### src/hw/srx_consts.svh
/*
  offsets, field positions, reset values and timing figures of the ramp,
  overdrive and reversal-wait block.
  assumes it is included by bare name from the package and the modules.
*/
`ifndef SRX_CONSTS_SVH
`define SRX_CONSTS_SVH

`define SRX_OFS_CCW_ROT_LO  8'h20
`define SRX_OFS_CCW_ROT_HI  8'h21
`define SRX_OFS_OD_CNT_A    8'h22
`define SRX_OFS_OD_CNT_B    8'h23
`define SRX_OFS_RAMP_CTRL   8'h24
`define SRX_OFS_REV_WAIT    8'h25

`define SRX_RST_BYTE        8'h00
`define SRX_RAMP_UP_BIT     5
`define SRX_RAMP_DN_BIT     4
`define SRX_RAMP_WR_MASK    8'h3f
`define SRX_FACTOR_MAX      4'hd

`define SRX_PW_CODE_MAX     13'h1fff
`define SRX_CLK_HZ          20000000
`define SRX_WAIT_UNIT_S     1

`endif

### src/hw/srx_pkg.sv
/*
  types shared by the ramp, overdrive and reversal-wait block.
  assumes srx_consts.svh is on the include path.
*/
`default_nettype none
`include "srx_consts.svh"
package srx_pkg;

  // motion phase, one-hot
  typedef enum logic [5:0] {
    ST_IDLE  = 6'h01,
    ST_RUP   = 6'h02,
    ST_RUN   = 6'h04,
    ST_RDN   = 6'h08,
    ST_OVER  = 6'h10,
    ST_WAIT  = 6'h20
  } srx_state_e;

  // register port request
  typedef struct packed {
    logic       wr;    // write strobe, one cycle
    logic [7:0] addr;  // register offset
    logic [7:0] wdata; // write byte
  } srx_regreq_s;

  // settings and status held by the rest of the sequencer
  typedef struct packed {
    logic        run;        // start/stop bit of motor_control
    logic        hard_stop;  // hard stop enable of motor_control
    logic        irq_ctrl_en;// interrupt-driven control enabled
    logic [1:0]  od_sel;     // overdrive_select_setup bits, [0]=irq a
    logic        od_unit_rot;// interrupt_action_setup bit 4
    logic [15:0] cw_pw;      // cw_pulse_width word
    logic [15:0] ccw_pw;     // ccw_pulse_width word
  } srx_motor_s;

endpackage : srx_pkg
`default_nettype wire

### src/hw/srx_ramp_ctrl.sv
/*
  ramp-up / ramp-down pulse width profile, sensor overdrive and reversal
  wait of the stepper sequencer, with their register bytes.
  assumes the sequencer issues step_tick per step, rot_tick per full
  rotation, op_done when its count is used up and rev_req when a reversal
  (auto or interrupt) is due; all inputs are synchronous to clock.
*/
//
// How it works
// - sixteen-bit ccw rotation count at 20h/21h
// - overdrive byte per sensor irq, 22h/23h
// - overdrive ignored unless both enables set
// - overdrive keeps turning, same direction
// - zero overdrive count means no overdrive
// - overdrive unit: steps, or rotations if set
// - ramp bits: up bit5, down bit4
// - ramp factor code 0 to 13 gives 2^D multiplier
// - width changes by range step times multiplier
// - ramps start and end at range maximum
// - ramp-up shortens width down to target
// - ramp-down lengthens width to range maximum
// - irq latched in ramps, acted after ramp-up only
// - only host stop acts during ramps
// - ramp-up stop: hard, ramp-down, else stop
// - ramp-down stop: hard stops, else continue
// - interrupt controls act between the ramps
// - idle loop delay before each reversal
// - loop delay byte at 25h, seconds
// - top three width bits pick prescaler range
// - hard stop only for host stop requests
`default_nettype none
`include "srx_consts.svh"
module srx_ramp_ctrl #(
  parameter int unsigned CYC_PER_SEC = `SRX_CLK_HZ * `SRX_WAIT_UNIT_S
) (
  input  wire logic                clock,
  input  wire logic                sys_rst,
  input  wire srx_pkg::srx_regreq_s reg_req,       // register write port
  input  wire logic [7:0]          reg_rd_addr,   // register read offset
  input  wire srx_pkg::srx_motor_s motor_cfg,     // sequencer settings
  input  wire logic                sensor_irq_a,  // irq a event pulse
  input  wire logic                sensor_irq_b,  // irq b event pulse
  input  wire logic                step_tick,     // one step issued
  input  wire logic                rot_tick,      // one rotation finished
  input  wire logic                op_done,       // step/rotation count used
  input  wire logic                rev_req,       // reversal due
  output logic [7:0]               reg_rd_data,   // read byte, one cycle late
  output logic [15:0]              ccw_rot_count, // rotation count word
  output logic [15:0]              pulse_width,   // active width word
  output logic                     dir_ccw,       // active direction
  output logic [5:0]               phase,         // one-hot motion phase
  output logic                     od_done,       // overdrive finished pulse
  output logic                     stopped        // motion ended pulse
);

  // function: ramp step in width codes for a factor code
  function automatic logic [13:0] ramp_mult(input logic [3:0] factor);
    ramp_mult = 14'h0001 << factor;
  endfunction : ramp_mult

  // register bytes
  logic [15:0] rot_reg,  rot_next;   // ccw rotation count
  logic [7:0]  oda_reg,  oda_next;   // overdrive count, irq a
  logic [7:0]  odb_reg,  odb_next;   // overdrive count, irq b
  logic [5:0]  ramp_reg, ramp_next;  // ramp control, bits 7:6 absent
  logic [7:0]  wait_reg, wait_next;  // loop delay seconds
  logic [7:0]  rd_reg,   rd_next;    // read data

  // motion state
  srx_pkg::srx_state_e state_reg, state_next;
  logic [12:0] code_reg,  code_next; // width code within range
  logic        dir_reg,   dir_next;
  logic [2:0]  presc_reg, presc_next; // prescaler of the active direction
  logic        run_q_reg;            // last run bit, for edges
  logic [1:0]  pend_reg,  pend_next; // latched irq a/b
  logic [7:0]  odc_reg,   odc_next;  // overdrive units left
  logic        odu_reg,   odu_next;  // overdrive counts rotations
  logic [5:0]  rcfg_reg,  rcfg_next; // ramp setup frozen at start
  logic        odd_reg,   odd_next;
  logic        stp_reg,   stp_next;
  logic        wait_go;              // start the reversal wait
  logic        wait_done;

  // working terms
  logic        start_req, stop_req;
  logic [15:0] target_pw;
  logic [12:0] target;
  logic [14:0] dn_sum;               // code plus step, may overflow
  logic [14:0] up_dif;               // code minus step, may go negative
  logic [12:0] code_up, code_dn;
  logic [1:0]  pend_all;
  logic        od_a_ok, od_b_ok;

  srx_wait_timer #(
    .CYC_PER_SEC (CYC_PER_SEC)
  ) u_wait (
    .clock   (clock),
    .sys_rst (sys_rst),
    .start   (wait_go),
    .seconds (wait_reg),
    .done    (wait_done)
  );

  // register writes and registered read answer
  always_comb
  begin
    rot_next  = rot_reg;
    oda_next  = oda_reg;
    odb_next  = odb_reg;
    ramp_next = ramp_reg;
    wait_next = wait_reg;
    if (reg_req.wr)
    begin
      case (reg_req.addr)
        `SRX_OFS_CCW_ROT_LO: rot_next[7:0]  = reg_req.wdata;
        `SRX_OFS_CCW_ROT_HI: rot_next[15:8] = reg_req.wdata;
        `SRX_OFS_OD_CNT_A:   oda_next = reg_req.wdata;
        `SRX_OFS_OD_CNT_B:   odb_next = reg_req.wdata;
        `SRX_OFS_RAMP_CTRL:  ramp_next = reg_req.wdata[5:0];
        `SRX_OFS_REV_WAIT:   wait_next = reg_req.wdata;
        default:             rot_next = rot_reg;
      endcase
    end
    case (reg_rd_addr)
      `SRX_OFS_CCW_ROT_LO: rd_next = rot_reg[7:0];
      `SRX_OFS_CCW_ROT_HI: rd_next = rot_reg[15:8];
      `SRX_OFS_OD_CNT_A:   rd_next = oda_reg;
      `SRX_OFS_OD_CNT_B:   rd_next = odb_reg;
      `SRX_OFS_RAMP_CTRL:  rd_next = {2'b00, ramp_reg} & `SRX_RAMP_WR_MASK;
      `SRX_OFS_REV_WAIT:   rd_next = wait_reg;
      default:             rd_next = 8'h00; // unmapped reads zero
    endcase
  end

  // width arithmetic; the range step is one code of the active prescaler
  always_comb
  begin
    target_pw = dir_reg ? motor_cfg.ccw_pw : motor_cfg.cw_pw;
    target    = target_pw[12:0];
    up_dif    = {2'b00, code_reg} - {1'b0, ramp_mult(rcfg_reg[3:0])};
    dn_sum    = {2'b00, code_reg} + {1'b0, ramp_mult(rcfg_reg[3:0])};
    // clamp so the ramp never overshoots its end point
    if (up_dif[14] || (up_dif[12:0] < target) || (up_dif[13]))
      code_up = target;
    else
      code_up = up_dif[12:0];
    if (dn_sum > {2'b00, `SRX_PW_CODE_MAX})
      code_dn = `SRX_PW_CODE_MAX;
    else
      code_dn = dn_sum[12:0];
    start_req = motor_cfg.run & ~run_q_reg;
    stop_req  = ~motor_cfg.run & run_q_reg; // host stop only
    pend_all  = pend_reg | {sensor_irq_b, sensor_irq_a};
    // overdrive honoured only with both enables and a nonzero count
    od_a_ok = motor_cfg.irq_ctrl_en & motor_cfg.od_sel[0] & (oda_reg != 8'h00);
    od_b_ok = motor_cfg.irq_ctrl_en & motor_cfg.od_sel[1] & (odb_reg != 8'h00);
  end

  // motion sequencer
  always_comb
  begin
    state_next = state_reg;
    code_next  = code_reg;
    dir_next   = dir_reg;
    odc_next   = odc_reg;
    odu_next   = odu_reg;
    rcfg_next  = rcfg_reg;
    odd_next   = 1'b0;
    stp_next   = 1'b0;
    wait_go    = 1'b0;
    // events are latched by default; idle clears them, run does unless it is ending, and a clear drops any new one
    pend_next  = pend_reg | {sensor_irq_b, sensor_irq_a};
    case (state_reg)
      srx_pkg::ST_IDLE:
      begin
        pend_next = 2'b00;
        if (start_req)
        begin
          rcfg_next = ramp_reg;
          dir_next  = 1'b0; // every run starts clockwise
          if (ramp_reg[`SRX_RAMP_UP_BIT])
          begin
            state_next = srx_pkg::ST_RUP;
            code_next  = `SRX_PW_CODE_MAX;
          end
          else
          begin
            state_next = srx_pkg::ST_RUN;
            code_next  = target;
          end
        end
      end
      srx_pkg::ST_RUP:
      begin
        // interrupts wait; only a host stop is looked at
        if (stop_req)
        begin
          if (motor_cfg.hard_stop)
          begin
            state_next = srx_pkg::ST_IDLE;
            stp_next   = 1'b1;
          end
          else if (rcfg_reg[`SRX_RAMP_DN_BIT])
            state_next = srx_pkg::ST_RDN;
          else
          begin
            state_next = srx_pkg::ST_IDLE;
            stp_next   = 1'b1;
          end
        end
        else if (code_reg <= target)
          state_next = srx_pkg::ST_RUN;
        else if (step_tick)
          code_next = code_up;
      end
      srx_pkg::ST_RUN:
      begin
        code_next = target;
        if (stop_req || op_done)
        begin
          if (stop_req && motor_cfg.hard_stop)
          begin
            state_next = srx_pkg::ST_IDLE;
            stp_next   = 1'b1;
          end
          else if (rcfg_reg[`SRX_RAMP_DN_BIT])
            state_next = srx_pkg::ST_RDN;
          else
          begin
            state_next = srx_pkg::ST_IDLE;
            stp_next   = 1'b1;
          end
        end
        else if ((pend_all[0] && od_a_ok) || (pend_all[1] && od_b_ok))
        begin
          // irq a first when both are pending; direction stays
          state_next = srx_pkg::ST_OVER;
          odc_next   = (pend_all[0] && od_a_ok) ? oda_reg : odb_reg;
          odu_next   = motor_cfg.od_unit_rot;
          pend_next  = 2'b00;
        end
        else if (rev_req)
        begin
          state_next = srx_pkg::ST_WAIT;
          wait_go    = 1'b1;
          pend_next  = 2'b00;
        end
        else
          pend_next = 2'b00; // other irq actions belong to the sequencer
      end
      srx_pkg::ST_RDN:
      begin
        if (stop_req && motor_cfg.hard_stop)
        begin
          state_next = srx_pkg::ST_IDLE;
          stp_next   = 1'b1;
        end
        else if (code_reg == `SRX_PW_CODE_MAX)
        begin
          state_next = srx_pkg::ST_IDLE;
          stp_next   = 1'b1;
        end
        else if (step_tick)
          code_next = code_dn;
      end
      srx_pkg::ST_OVER:
      begin
        // keep the same direction and width until the count runs out
        if (stop_req)
        begin
          state_next = srx_pkg::ST_IDLE;
          stp_next   = 1'b1;
        end
        else if (odc_reg == 8'h00)
        begin
          state_next = srx_pkg::ST_IDLE;
          odd_next   = 1'b1;
          stp_next   = 1'b1;
        end
        else if (odu_reg ? rot_tick : step_tick)
          odc_next = odc_reg - 8'h01;
      end
      srx_pkg::ST_WAIT:
      begin
        // motor idles; a host stop still ends the run
        if (stop_req)
        begin
          state_next = srx_pkg::ST_IDLE;
          stp_next   = 1'b1;
        end
        else if (wait_done)
        begin
          state_next = srx_pkg::ST_RUN;
          dir_next   = ~dir_reg;
        end
      end
      default:
        state_next = srx_pkg::ST_IDLE;
    endcase
    // taken with the next direction so the output can come from a flip-flop
    presc_next = dir_next ? motor_cfg.ccw_pw[15:13] : motor_cfg.cw_pw[15:13];
  end

  // registers only
  always_ff @(posedge clock or posedge sys_rst)
  begin
    if (sys_rst)
    begin
      rot_reg   <= {`SRX_RST_BYTE, `SRX_RST_BYTE};
      oda_reg   <= `SRX_RST_BYTE;
      odb_reg   <= `SRX_RST_BYTE;
      ramp_reg  <= 6'h00;
      wait_reg  <= `SRX_RST_BYTE;
      rd_reg    <= 8'h00;
      state_reg <= srx_pkg::ST_IDLE;
      code_reg  <= `SRX_PW_CODE_MAX;
      dir_reg   <= 1'b0;
      presc_reg <= 3'h0;
      run_q_reg <= 1'b0;
      pend_reg  <= 2'b00;
      odc_reg   <= 8'h00;
      odu_reg   <= 1'b0;
      rcfg_reg  <= 6'h00;
      odd_reg   <= 1'b0;
      stp_reg   <= 1'b0;
    end
    else
    begin
      rot_reg   <= rot_next;
      oda_reg   <= oda_next;
      odb_reg   <= odb_next;
      ramp_reg  <= ramp_next;
      wait_reg  <= wait_next;
      rd_reg    <= rd_next;
      state_reg <= state_next;
      code_reg  <= code_next;
      dir_reg   <= dir_next;
      presc_reg <= presc_next;
      run_q_reg <= motor_cfg.run;
      pend_reg  <= pend_next;
      odc_reg   <= odc_next;
      odu_reg   <= odu_next;
      rcfg_reg  <= rcfg_next;
      odd_reg   <= odd_next;
      stp_reg   <= stp_next;
    end
  end

  // outputs straight from flip-flops; prescaler follows active direction
  assign reg_rd_data   = rd_reg;
  assign ccw_rot_count = rot_reg;
  assign pulse_width   = {presc_reg, code_reg};
  assign dir_ccw       = dir_reg;
  assign phase         = state_reg;
  assign od_done       = odd_reg;
  assign stopped       = stp_reg;

endmodule : srx_ramp_ctrl
`default_nettype wire

### src/hw/srx_wait_timer.sv
/*
  whole-second wait timer used to idle the motor before a reversal.
  assumes a free-running clock of CYC_PER_SEC cycles per second.
*/
`default_nettype none
`include "srx_consts.svh"
module srx_wait_timer #(
  parameter int unsigned CYC_PER_SEC = `SRX_CLK_HZ * `SRX_WAIT_UNIT_S
) (
  input  wire logic       clock,
  input  wire logic       sys_rst,
  input  wire logic       start,
  input  wire logic [7:0] seconds,
  output logic            done
);

  logic [7:0]  sec_reg,  sec_next;   // whole seconds still to wait
  logic [31:0] tick_reg, tick_next;  // cycles left in this second
  logic        busy_reg, busy_next;
  logic        done_reg, done_next;

  // count down seconds; zero seconds finishes on the next edge
  always_comb
  begin
    sec_next  = sec_reg;
    tick_next = tick_reg;
    busy_next = busy_reg;
    done_next = 1'b0;
    if (start)
    begin
      sec_next  = seconds;
      tick_next = CYC_PER_SEC - 32'h1;
      busy_next = (seconds != 8'h00);
      done_next = (seconds == 8'h00);
    end
    else if (busy_reg)
    begin
      if (tick_reg != 32'h0)
        tick_next = tick_reg - 32'h1;
      else if (sec_reg == 8'h01)
      begin
        busy_next = 1'b0;
        done_next = 1'b1;
      end
      else
      begin
        sec_next  = sec_reg - 8'h01;
        tick_next = CYC_PER_SEC - 32'h1;
      end
    end
  end

  // registers only
  always_ff @(posedge clock or posedge sys_rst)
  begin
    if (sys_rst)
    begin
      sec_reg  <= 8'h00;
      tick_reg <= 32'h0;
      busy_reg <= 1'b0;
      done_reg <= 1'b0;
    end
    else
    begin
      sec_reg  <= sec_next;
      tick_reg <= tick_next;
      busy_reg <= busy_next;
      done_reg <= done_next;
    end
  end

  assign done = done_reg;

endmodule : srx_wait_timer
`default_nettype wire

### config.mk
export PLATFORM = sky130hd
export DESIGN_NAME = srx_ramp_ctrl
export DESIGN_NICKNAME = d
export VERILOG_FILES = /design/src/hw/srx_pkg.sv /design/src/hw/srx_ramp_ctrl.sv /design/src/hw/srx_wait_timer.sv
export VERILOG_INCLUDE_DIRS = /design/src /design/src/hw
export SDC_FILE = /design/constraint.sdc
export NUM_CORES = 1
export LEC_CHECK = 0
export ABC_CLOCK_PERIOD_IN_PS = 5000
export BUFFER_PORTS_ARGS = -buffer_cell sky130_fd_sc_hd__clkbuf_2
export CELL_PAD_IN_SITES_DETAIL_PLACEMENT = 2
export CELL_PAD_IN_SITES_GLOBAL_PLACEMENT = 2
export CORE_ASPECT_RATIO = 1.2
export CORE_MARGIN = 5
export CORE_UTILIZATION = 37
export DETAILED_ROUTE_END_ITERATION = 7
export PLACE_DENSITY = 0.87
export SLEW_MARGIN = 20
export SYNTH_ARGS = -nofsm -noshare
export SYNTH_HDL_FRONTEND = slang
export SYNTH_SLANG_ARGS = --single-unit
### constraint.sdc
create_clock -name clock -period 5 [get_ports clock]
set_input_delay 0 -clock clock [delete_from_list [all_inputs] [get_ports clock]]
set_output_delay 0 -clock clock [all_outputs]
set_load 0.02 [all_outputs]
[Word-level counts from Yosys, hierarchy flattened]
Cells that the tools add are included.
Widths: inputs -> output; s select.
Operators by class
  $add $sub $neg: 5
  multipliers: 0
  div/mod/pow operators: 0
  magnitude comparators: 3
  eq/ne operators: 40
  shift-type cells: 1
  multiplexer cells: 78
  bitwise operators: 11
  reductions and logical operators: 29
Operator list (number)
  $mux 13: 11
  $mux 32: 4
  $eq 8x6->1 const B: 12
  $mux 8: 10
  $mux 6: 12
  $pmux 13 s4: 1
  $pmux 8 s6: 1
  $pmux 6 s6: 1
  $reduce_bool 32->1: 1
  $sub 32x1->32 const B: 1
  $mux 1: 28
  $ne 2x2->1 const B: 12
  $reduce_bool 8->1: 3
  $logic_not 8->1: 2
  $pmux 8 s2: 1
  $reduce_and 2->1: 8
  $sub 8x1->8 const B: 2
  $add 13x14->15: 1
  $gt 15x13->1 const B: 1
  $sub 13x14->15: 1
  $shl 1x4->14 const A: 1
  $eq 13x13->1 const B: 1
  $le 13x13->1: 1
  $lt 13x13->1: 1
  other kinds (28): 50
Storage, ports and cells
  register bits: 138
  bits in latches: 0
  memory bits (writable): 0
  ROM bits: 0
  bits of input ports: 71
  output and inout bits: 49
  word-level logic and storage cells: 189
  memories kept: 0

[Logic depth before layout (Yosys ltp)]
Gate-level depths: netlist of run 1.
  depth in word-level cells: 10
  gate-level depth with buffers: 21

[By module]
A second synthesis of run 1 with hierarchy kept.
Second synthesis, totals
  cells, all modules: 1021
  area, all modules: 9619.2 um^2
Modules (own cells, without submodules)
  srx_ramp_ctrl: instances 1, cells each 759, area an instance 7180.6 um^2, seq. area each 2419.8 um^2
  srx_wait_timer: instances 1, cells each 262, area an instance 2438.6 um^2, seq. area each 1051.0 um^2

[Worst setup path after synthesis of run 1]
Ideal clock, no wire load.
  path type: flip-flop to flip-flop
  from: reg rcfg_reg[0]
  to: reg code_reg[11]
  setup time: 82 ps
  arrival: 4432 ps
  setup slack: 486 ps
  cell stages (with the launch flop): 21
  path buffers: 2
  period minus slack after synthesis: 4514 ps
  cells stage by stage: dfrtp_1 clkbuf_1 nor4_1 ha_1 inv_1 fa_1 a211oi_1 o21bai_1 a2111oi_0 o21bai_1 xor2_1 ha_1 nand4_1 nor2_1 a2111oi_0 a21oi_1 and3_1 clkbuf_1 mux2i_1 o31a_1 mux2_2
On the way
  longest elaborated chain between the ends: 10
Ends and longest elaborated chain
  start: declaration: line srx_ramp_ctrl.sv:78  | logic [5:0] rcfg_reg, rcfg_next;
  start signal: assignment: line srx_ramp_ctrl.sv:343  | rcfg_reg <= rcfg_next;
  $shl 1x4->14 *: line srx_ramp_ctrl.sv:58  | ramp_mult = 14'h0001 << factor;
  $sub 13x14->15: line srx_ramp_ctrl.sv:140  | up_dif = {2'b00, code_reg} - {1'b0, ramp_mult(rcfg_reg[3:0])};
  $lt 13x13->1: line srx_ramp_ctrl.sv:143  | if (up_dif[14] || (up_dif[12:0] < target) || (up_dif[13]))
  $logic_or 1x1->1 (2 in series): line srx_ramp_ctrl.sv:143
  $mux 13: line srx_ramp_ctrl.sv:143
  $mux 13: line srx_ramp_ctrl.sv:213  | else if (step_tick)
  $mux 13: line srx_ramp_ctrl.sv:211  | else if (code_reg <= target)
  $mux 13: line srx_ramp_ctrl.sv:196  | if (stop_req)
  $pmux 13 s4 *: line srx_ramp_ctrl.sv:173  | case (state_reg)
  end signal: assignment: line srx_ramp_ctrl.sv:316  | code_reg <= `SRX_PW_CODE_MAX;
  end signal: assignment: line srx_ramp_ctrl.sv:336  | code_reg <= code_next;
  end: declaration: line srx_ramp_ctrl.sv:71  | logic [12:0] code_reg, code_next;
Mark *: on every way between the ends. The rest lies on a longest branch, timed or not. The select of a mux whose other input is x is not followed.
A chain may end at the register's enable or synchronous reset.

[Worst setup path after layout of run 1]
  from: reg rcfg_reg[2]
  to: reg code_reg[11]
The elaborated chain is that of the path after synthesis.

==> results of run 1 <==
-- where the power goes --
part | leakage, nW | switching [mW] | internal, mW
Combinational | 2.94 | 1.68 | 1.03
Sequential | 1.76 | 0.373 | 1.41
Clock | 0.249 | 0.531 | 0.683
Total | 4.95 | 2.58 | 3.12
-- per-stage QoR --
stage | setup slack [ps] | setup TNS [ps]
floorplan | 486 | 0
global placement | 104 | 0
global route | -237 | -1290
CTS | 18.1 | 0
detailed placement | -75.3 | -75.3
finish | -43.9 | -43.9
-- what timing repair did --
item,in CTS,in global routing
setup endpoints to repair,2,13
pin swaps,0,1
hold endpoints to repair,140,0
setup buffers,0,1
hold buffers,21,0
gates resized for setup,5,24
-- routing by layer --
metal | global-route usage, % | up-vias | wire length [um]
met5 | 0 | - | 0
met4 | 17.1 | 0 | 2320
met3 | 4.67 | 134 | 1620
met2 | 48.8 | 304 | 20200
met1 | 27.7 | 4536 | 14000
li1 | - | 3891 | -
-- cells by family after synthesis --
family,after synthesis,synth area share (%)
adders and majority gates,62,8.57
xor gates and xnor gates,47,4.46
DFF,138,37.6
and+or+nand+nor,336,18.6
buffers and inverters,76,3.12
muxes,96,11.2
AOI/OAI and AO/OA,232,16.5
-- synthesized netlist by cell type, drive strengths merged, types with 4 or more instances --
master	n	share of area (%)
mux2i	39	4.2
a31oi	18	1.2
o31ai	7	0.57
xnor2	27	2.6
nor2b	11	0.75
mux2	57	7.0
nand3b	9	0.73
nor2	90	3.7
or3	12	0.91
o21a	13	1.1
o211ai	15	1.4
dfrtp	124	34
a221oi	4	0.38
a21o	8	0.65
dfstp	14	4.0
nor3	21	1.1
nand4	8	0.54
nand2	81	3.3
a211oi	6	0.49
nor3b	10	0.81
o21ai	66	3.6
clkbuf	30	1.2
nand2b	8	0.54
o22ai	4	0.27
xor2	20	1.9
nor4	22	1.6
buf	4	0.19
ha	60	8.1
nand3	34	1.8
o22a	10	0.95
or4	13	1.3
and3	6	0.41
a21oi	45	2.4
inv	41	1.7
-- final cells by class --
cell class / count / share of cell area [%]
multi-input combinational: 773 / 50.5
sequential: 138 / 31.3
inverter: 42 / 1.47
tap: 325 / 3.67
timing repair buffer: 156 / 8.35
clock inverter: 8 / 0.689
clock buffer: 20 / 4.03
-- worst min-delay path: stages --
cell and delay (ps):
clkbuf_2 130, o21ai_0 120, nand2b_1 90, a21oi_1 70
-- worst max-delay path by stage --
stage	startpoint	end	slack, ps	cells after the start
4_1_cts	rcfg_reg[0]$_DFFE_PP0P_	code_reg[11]$_DFFE_PP1P_	20	18
6_report	rcfg_reg[2]$_DFFE_PP0P_	code_reg[11]$_DFFE_PP1P_	-40	19
5_1_grt	rcfg_reg[2]$_DFFE_PP0P_	code_reg[11]$_DFFE_PP1P_	-240	19
3_5_place_dp	rcfg_reg[0]$_DFFE_PP0P_	code_reg[11]$_DFFE_PP1P_	-80	18
2_1_floorplan	rcfg_reg[0]$_DFFE_PP0P_	code_reg[11]$_DFFE_PP1P_	490	20
3_3_place_gp	rcfg_reg[0]$_DFFE_PP0P_	code_reg[11]$_DFFE_PP1P_	100	18
==> results.tsv, run 1 <==
metric	value	unit
hold path depth	4	
asr flop ratio synth	100	%
total wire length	38100	um
kind of critical path	register to register	
Final Max Slew Viols	0	
mapped cell area	0.00923	mm^2
Fmax	198	MHz
gr ovfl total	0	
total CTS buffers	17	
Critical Path AT	5420	ps
final hold violations	0	
EDFF count, synth	0	
CP cell instances	buf_4 -> nor2_2 -> nand2_2 -> ha_1 -> nor2b_1 -> o31a_1 -> o211ai_1 -> nand2_2 -> mux2_2 -> or3_1 -> ha_1 -> o21ai_0 -> nor2_1 -> a2111oi_2 -> a21oi_1 -> and3_4 -> mux2i_1 -> o31a_1 -> mux2_2	
Clk Latency, worst-skew pair	450	ps
detail-routed via count per cell	6.06	
Critical Path Max Stage Delay	420	ps
clock sinks	138	
Yosys reg bits	138	
first-pass GRT wire length	58400	um
antenna violations before repair	0	
vias in the first global route	10100	
number of library cell types mapped by synthesis	76	
worst reg-to-reg setup slack	-40	ps
CP bufs+invs	1	
DR WL/cell	26.0	um
Top delay family on crit path	simple AND/OR/NAND/NOR gates	
CTS tree	done	
RR Startpoint	rcfg_reg[2]$_DFFE_PP0P_	
area occupied by multi-input gates	0.00559	mm^2
Max FO, Critical Path	7	
failing checks	negative setup slack	
Final Core Density	44.9	%
worst rel slew slack	38.9	%
Critical Path RT	5370	ps
Syn Nets	1120	
port bufs	119	
most frequent cells in the layout	dfrtp_1, clkbuf_2, nor2_1	
Min Hold Slack	23.4	ps
max_cap viols	0	
DIE WIDTH	154	um
placed instance area	0.0102	mm^2
# diodes	0	
dpl cells	1412	
worst hold-check path type	input pin to register	
Min-Delay Startpoint	reg_rd_addr[1]	
Filler cells	2621	
Root Buffer	clkbuf_16	
I/O Pins	120	
Ys Warns	0	
reg2reg end	code_reg[11]$_DFFE_PP1P_	
Sequential Area	0.00347	mm^2
Largest register FFs	32	
Power Density	514	mW/mm^2
NumNets Final	1261	
H-tree depth	4	
LEAKAGE	4.95	nW
clock slew at reported path FFs	70	ps
minimum clock period	5040	ps
VDD IR max	0.270	mV
crit path capture type	register	
Post-Syn Instances	987	
Die Ht	183	um
gr usage total	26.6	%
final critical-path share of the clock period	101	%
outcome	finished, violations left	
Detail Route Antenna Nets	0	
CP max-delay cell	dfrtp_1	
Die ar.	0.0282	mm^2
most common flop cell mapped by yosys	dfrtp_1	
Worst R2R Path Depth	19	
row cnt	63	
sequential share of the synthesized area	37.6	%
HPWL after DPL	25400	um
1st-iter DRT viols	409	
Final Cell Area	0.0111	mm^2
P&R area growth vs syn	20.1	%
# setup viols final	1	
commonest non-fill, non-tap cell in the layout	dfrtp_1	
layout cells sized above 1	24.7	%
routability cong.	0.910	
Startpoint Class	register	
Core Footprint	0.0247	mm^2
Least-Margin Pin Slew	914	ps
TritonRoute pass-1 iters	5	
Post-Syn Area per Cell	9.35	um^2
final setup margin	-43.9	ps
initial core utilization	37.4	%
Final Skew	18.0	ps
DR vias	8865	
Worst Hold Endpoint	reg_rd_data[6]$_DFF_PP0_	
CTS Buffer Depth	2	
final std cells w/o fill	1462	
Tot Pwr	5.70	mW
drc violations	0	
largest net degree at the start of global routing	95	
Note: power is estimated with default switching activity, not from simulation.
==> run 2, diff against run 1 <==
--- a/config.mk
+++ b/config.mk
@@ -10,7 +10,7 @@
 export BUFFER_PORTS_ARGS = -buffer_cell sky130_fd_sc_hd__clkbuf_2
 export CELL_PAD_IN_SITES_DETAIL_PLACEMENT = 2
 export CELL_PAD_IN_SITES_GLOBAL_PLACEMENT = 2
-export CORE_ASPECT_RATIO = 1.2
+export CORE_ASPECT_RATIO = 1.75
 export CORE_MARGIN = 5
 export CORE_UTILIZATION = 37
 export DETAILED_ROUTE_END_ITERATION = 7
==> run 2 against run 1 <==
The flow now finishes without violations. Wire length is 6.0% higher. Die area is 0.39% higher. Register-to-register slack better by 280 ps. Sequential power hardly changed. Non-clock buffer count is 8 higher. Worst setup slack better by 280 ps. Combinational power is 4% higher. Clock power is 9.9% higher. Critical path depth stayed put. Highest routed layer unchanged.
==> results.tsv, run 2 (synthesis results as in run 1) <==
metric	value	unit
VDD IR max	0.300	mV
reg2reg end	code_reg[11]$_DFFE_PP1P_	
routability cong.	0.950	
GR Util met3	4.19	%
DR vias	8943	
Least-Margin Pin Slew	1040	ps
Startpoint Class	register	
largest net degree at the start of global routing	95	
row cnt	76	
I/O Pins	120	
Comb power frac	47.8	%
gr ovfl total	0	
Final Max Slew Viols	0	
antenna violations before repair	0	
Power Density	529	mW/mm^2
placed instance area	0.0103	mm^2
Min Hold Slack	19.2	ps
Clk Latency, worst-skew pair	450	ps
Final Cell Area	0.0111	mm^2
commonest non-fill, non-tap cell in the layout	dfrtp_1	
Largest register FFs	32	
most frequent cells in the layout	dfrtp_1, clkbuf_2, nor2_1	
global routing usage on met1	28.5	%
kind of critical path	register to register	
# diodes	0	
minimum clock period	4760	ps
vias in the first global route	10200	
clock slew at reported path FFs	70	ps
switching pwr	2.71	mW
Switching Share	46.1	%
grt peak-use layer	met2	
Setup TNS Final	0	ps
Max FO, Critical Path	7	
Int Pwr	3.18	mW
RR Startpoint	rcfg_reg[2]$_DFFE_PP0P_	
first-pass GRT wire length	61900	um
worst setup path endpoint	code_reg[11]$_DFFE_PP1P_	
crit path capture type	register	
clock sinks	138	
Die Ht	219	um
Die ar.	0.0283	mm^2
outcome	complete, no violations	
1st-iter DRT viols	471	
Clk pwr share	22.5	%
final critical-path share of the clock period	95.3	%
worst reg-to-reg setup slack	240	ps
Worst R2R Path Depth	19	
DR WL/cell	27.6	um
worst rel slew slack	30.6	%
Core Footprint	0.0246	mm^2
drc violations	0	
detail-routed via count per cell	6.12	
NumNets Final	1269	
DIE WIDTH	129	um
HPWL after DPL	28200	um
H-tree depth	4	
Final Skew	14.4	ps
CTS Buffer Depth	2	
met2 Resource Use GR	53.6	%
Critical Path RT	5380	ps
worst hold-check path type	input pin to register	
final hold violations	0	
layout cells sized above 1	25.2	%
max_cap viols	0	
Fmax	210	MHz
initial core utilization	37.5	%
total wire length	40300	um
Tot Pwr	5.89	mW
CTS tree	done	
Critical Path AT	5140	ps
total CTS buffers	17	
port bufs	119	
Root Buffer	clkbuf_16	
LEAKAGE	5.02	nW
P&R area growth vs syn	20.7	%
# setup viols final	0	
dpl cells	1406	
gr usage total	29.0	%
Detail Route Antenna Nets	0	
final std cells w/o fill	1461	
Worst Setup SP	rcfg_reg[2]$_DFFE_PP0P_	
TritonRoute pass-1 iters	7	
sequential share of power	29.7	%
run 2: layout make-up:
class / count / area, um^2
inverters: 42 / 163
well taps: 312 / 390
flip-flops and latches: 138 / 3480
fillers: 2633 / 13500
clock inverters: 13 / 143
repair buffers: 164 / 983
multi-input cells: 773 / 5540
clock buffers: 19 / 443
run 2: timing repair:
action                                  in CTS  in global routing
hold endpoints to repair                   131                  0
pin swaps                                    0                  1
setup buffers                                0                  3
endpoints found under the setup margin       1                 13
resized for setup                            2                 20
hold buffers                                20                  0
run 2: how the worst min path moves through the flow:
stage / start / end / depth (start not counted)
floorplan: motor_cfg[37] / run_q_reg$_DFF_PP0_ / 0
global placement: motor_cfg[37] / run_q_reg$_DFF_PP0_ / 1
detailed placement: motor_cfg[37] / run_q_reg$_DFF_PP0_ / 1
CTS: rev_req / u_wait.tick_reg[1]$_DFFE_PP0P_ / 3
global route: rev_req / phase[2]$_DFFE_PP0P_ / 3
finish: rev_req / phase[2]$_DFFE_PP0P_ / 3
run 2: power groups by stage:
stage	sequential, mW	clock, mW	combinational, mW
after CTS	1.73	1.31	2.74
final	1.75	1.33	2.82
after global routing	1.77	1.38	3.06
after floorplan	1.73	0	1.60
after global placement	1.72	0	2.53
after detailed placement	1.74	0	2.68
run 2: critical path: stages (launching register included):
cell and delay [ps]:
dfrtp_2 470, nor4_4 300, buf_4 170, ha_1 160
inv_1 50, fa_1 430, a211oi_2 220, o21bai_1 160
a2111oi_2 380, o21bai_1 150, xor2_1 180, ha_1 330
nand4_1 130, nor2_1 90, a2111oi_2 370, a21oi_1 140
and3_2 280, mux2i_1 140, o31a_1 300, mux2_2 260
run 2: metrics by stage:
stage / worst slack [ps] / util, %
2_1_floorplan: 486 / -
3_3_place_gp: 278 / 41.7
3_5_place_dp: -17.2 / 41.7
4_1_cts: 9.33 / 44.9
5_1_grt: -79.4 / 45.2
6_report: 237 / 45.2
run 2: per-layer routing:
layer	up-vias	routed length, um
li1	3913	-
met1	4577	13700
met2	294	21900
met3	159	1300
met4	0	3390
met5	-	0
==> run 3, diff against run 2 <==
--- a/config.mk
+++ b/config.mk
@@ -8,11 +8,11 @@
 export LEC_CHECK = 0
 export ABC_CLOCK_PERIOD_IN_PS = 5000
 export BUFFER_PORTS_ARGS = -buffer_cell sky130_fd_sc_hd__clkbuf_2
-export CELL_PAD_IN_SITES_DETAIL_PLACEMENT = 2
-export CELL_PAD_IN_SITES_GLOBAL_PLACEMENT = 2
+export CELL_PAD_IN_SITES_DETAIL_PLACEMENT = 1
+export CELL_PAD_IN_SITES_GLOBAL_PLACEMENT = 1
 export CORE_ASPECT_RATIO = 1.75
 export CORE_MARGIN = 5
-export CORE_UTILIZATION = 37
+export CORE_UTILIZATION = 45
 export DETAILED_ROUTE_END_ITERATION = 7
 export PLACE_DENSITY = 0.87
 export SLEW_MARGIN = 20
==> run 3 against run 2 <==
Total power fell by 5.2%. Wire length fell by 22%. First-iteration DRC count fell by 2.8%. Design area fell by 1.3%. Clock skew barely moved. Die area fell by 17%. Sequential cell count did not move. Worst hold slack improved by 37 ps. Critical path depth fell by 1. Sequential share of layout area rose by 0.38 points. Clock-buffer cell count did not move. Critical path type unchanged. Critical endpoint unchanged.
==> results.tsv, run 3 (synthesis results as in run 1) <==
metric	value	unit
Max FO, Critical Path	9	
gr usage total	26.6	%
placed instance area	0.0101	mm^2
crit path capture type	register	
total wire length	31400	um
Critical Path AT	5080	ps
CTS Buffer Depth	2	
minimum clock period	4720	ps
Critical Path Max Stage Delay	450	ps
gr ovfl total	0	
CP max-delay cell	dfrtp_2	
kind of critical path	register to register	
DR vias	8574	
Post-Place Worst Slack	61.8	ps
largest net degree at the start of global routing	87	
worst rel slew slack	34.9	%
Least-Margin Pin Slew	972	ps
Clk pwr share	23.4	%
LEAKAGE	4.99	nW
Comb power frac	45.0	%
Startpoint Class	register	
1st-iter DRT viols	458	
Final Skew	14.4	ps
routability cong.	0.895	
drc violations	0	
commonest non-fill, non-tap cell in the layout	dfrtp_1	
total CTS buffers	17	
H-tree depth	4	
max_cap viols	0	
Detail Route Antenna Nets	0	
Root Buffer	clkbuf_16	
DIE WIDTH	118	um
layout cells sized above 1	24.1	%
Fmax	212	MHz
Switching Share	43.5	%
Die Ht	199	um
Largest register FFs	32	
HPWL after DPL	22900	um
Final Max Slew Viols	0	
Int Pwr	3.16	mW
TritonRoute pass-1 iters	5	
Final Cell Area	0.0110	mm^2
NumNets Final	1261	
final critical-path share of the clock period	94.4	%
switching pwr	2.43	mW
Critical Path RT	5370	ps
final setup margin	282	ps
Filler cells	2326	
# setup viols final	0	
CTS tree	done	
VDD IR max	0.326	mV
most frequent cells in the layout	dfrtp_1, clkbuf_2, nor2_1	
clock slew at reported path FFs	70	ps
Sequential Area	0.00347	mm^2
detail-routed via count per cell	6.17	
area occupied by multi-input gates	0.00552	mm^2
Clk Latency, worst-skew pair	430	ps
P&R area growth vs syn	19.1	%
port bufs	119	
initial core utilization	45.5	%
Die ar.	0.0236	mm^2
outcome	complete, no violations	
worst hold-check path type	input pin to register	
DR WL/cell	22.6	um
row cnt	69	
final hold violations	0	
vias in the first global route	9536	
antenna violations before repair	0	
clock sinks	138	
I/O Pins	120	
sequential share of power	31.6	%
first-pass GRT wire length	49900	um
CP cell instances	nor2b_1 -> nand2_1 -> ha_1 -> and2_1 -> and3_1 -> o211ai_1 -> nand2_1 -> mux2_2 -> or3_1 -> ha_1 -> o21ai_0 -> nor2_1 -> a2111oi_1 -> a21oi_1 -> and3_1 -> mux2i_1 -> o31a_1 -> mux2_2	
Core Footprint	0.0203	mm^2
Power Density	508	mW/mm^2
# diodes	0	
## run 3: cell types whose count changed in the layout (fill, tap and decap cells not counted), moves of 2 or more
cell	change
inv_6	+3
dfrtp_2	-2
nor2b_1	+2
buf_4	-10
clkinv_2	-2
dlygate4sd3_1	+2
clkinvlp_4	-2
dfrtp_1	+2
## run 3: area by class of cell
type	count	share of cell area [%]
sequential	138	31.6
timing repair buffer	156	8.44
clock inverter	13	1.41
inverter	42	1.48
multi-input combinational	773	50.2
clock buffer	19	4.03
tap	248	2.82
## run 3: power by group through the flow
| stage | clock network [mW] | registers [mW] | logic (mW) |
|---|---|---|---|
| 3_3_place_gp | 0 | 1.75 | 2.29 |
| 3_5_place_dp | 0 | 1.77 | 2.39 |
| 6_report | 1.31 | 1.77 | 2.52 |
| 4_1_cts | 1.33 | 1.75 | 2.44 |
| 5_1_grt | 1.38 | 1.80 | 2.75 |
| 2_1_floorplan | 0 | 1.73 | 1.60 |
## run 3: worst max-delay path, delay by kind of cell, from the launching register on
| family | cells | cell delay (ps) |
|---|---|---|
| compound gates | 5 | 1100 |
| mux | 3 | 750 |
| flops | 1 | 450 |
| simple gates | 8 | 1630 |
| fa+ha+maj | 2 | 700 |
## run 3: path summary, 6_finish.rpt
path / to / start / cells past startpoint / slack (ps)
max in group asynchronous: rcfg_reg[0]$_DFFE_PP0P_ / sys_rst / 4 / 3480
setup / recovery: code_reg[11]$_DFFE_PP1P_ / rcfg_reg[1]$_DFFE_PP0P_ / 18 / 280
hold reg to reg: pend_reg[1]$_DFF_PP0_ / pend_reg[1]$_DFF_PP0_ / 2 / 520
hold / removal: reg_rd_data[6]$_DFF_PP0_ / reg_rd_addr[6] / 4 / 60
setup reg to reg: code_reg[11]$_DFFE_PP1P_ / rcfg_reg[1]$_DFFE_PP0P_ / 18 / 280
min in group asynchronous: oda_reg[6]$_DFFE_PP0P_ / sys_rst / 3 / 270
## run 3: what timing repair did
action	CTS	global route
hold endpoints to repair	128	0
buffers inserted	0	1
setup endpoints to repair	0	13
resized for setup	0	16
hold buffers	22	0
## run 3: metal layers
metal	GRT usage, %	wire length (um)	share of wire, %	up-vias
li1	-	-	-	3901
met1	26.1	11100	35	4293
met2	50.7	17100	54	267
met3	4.79	1260	4.0	113
met4	16.5	1950	6.2	0
met5	0	0	0	-
## run 3: per-stage QoR
stage	util (%)	hold slack [ps]	cells	power, mW	TNS (ps)
finish	54.2	56.7	1389	5.59	0
global route	54.2	40.2	1389	5.92	-11.0
CTS	53.9	11.1	1388	5.52	0
detailed placement	49.9	189	1334	4.16	0
global placement	49.9	180	1334	4.04	0
floorplan	-	31.4	987	3.33	0
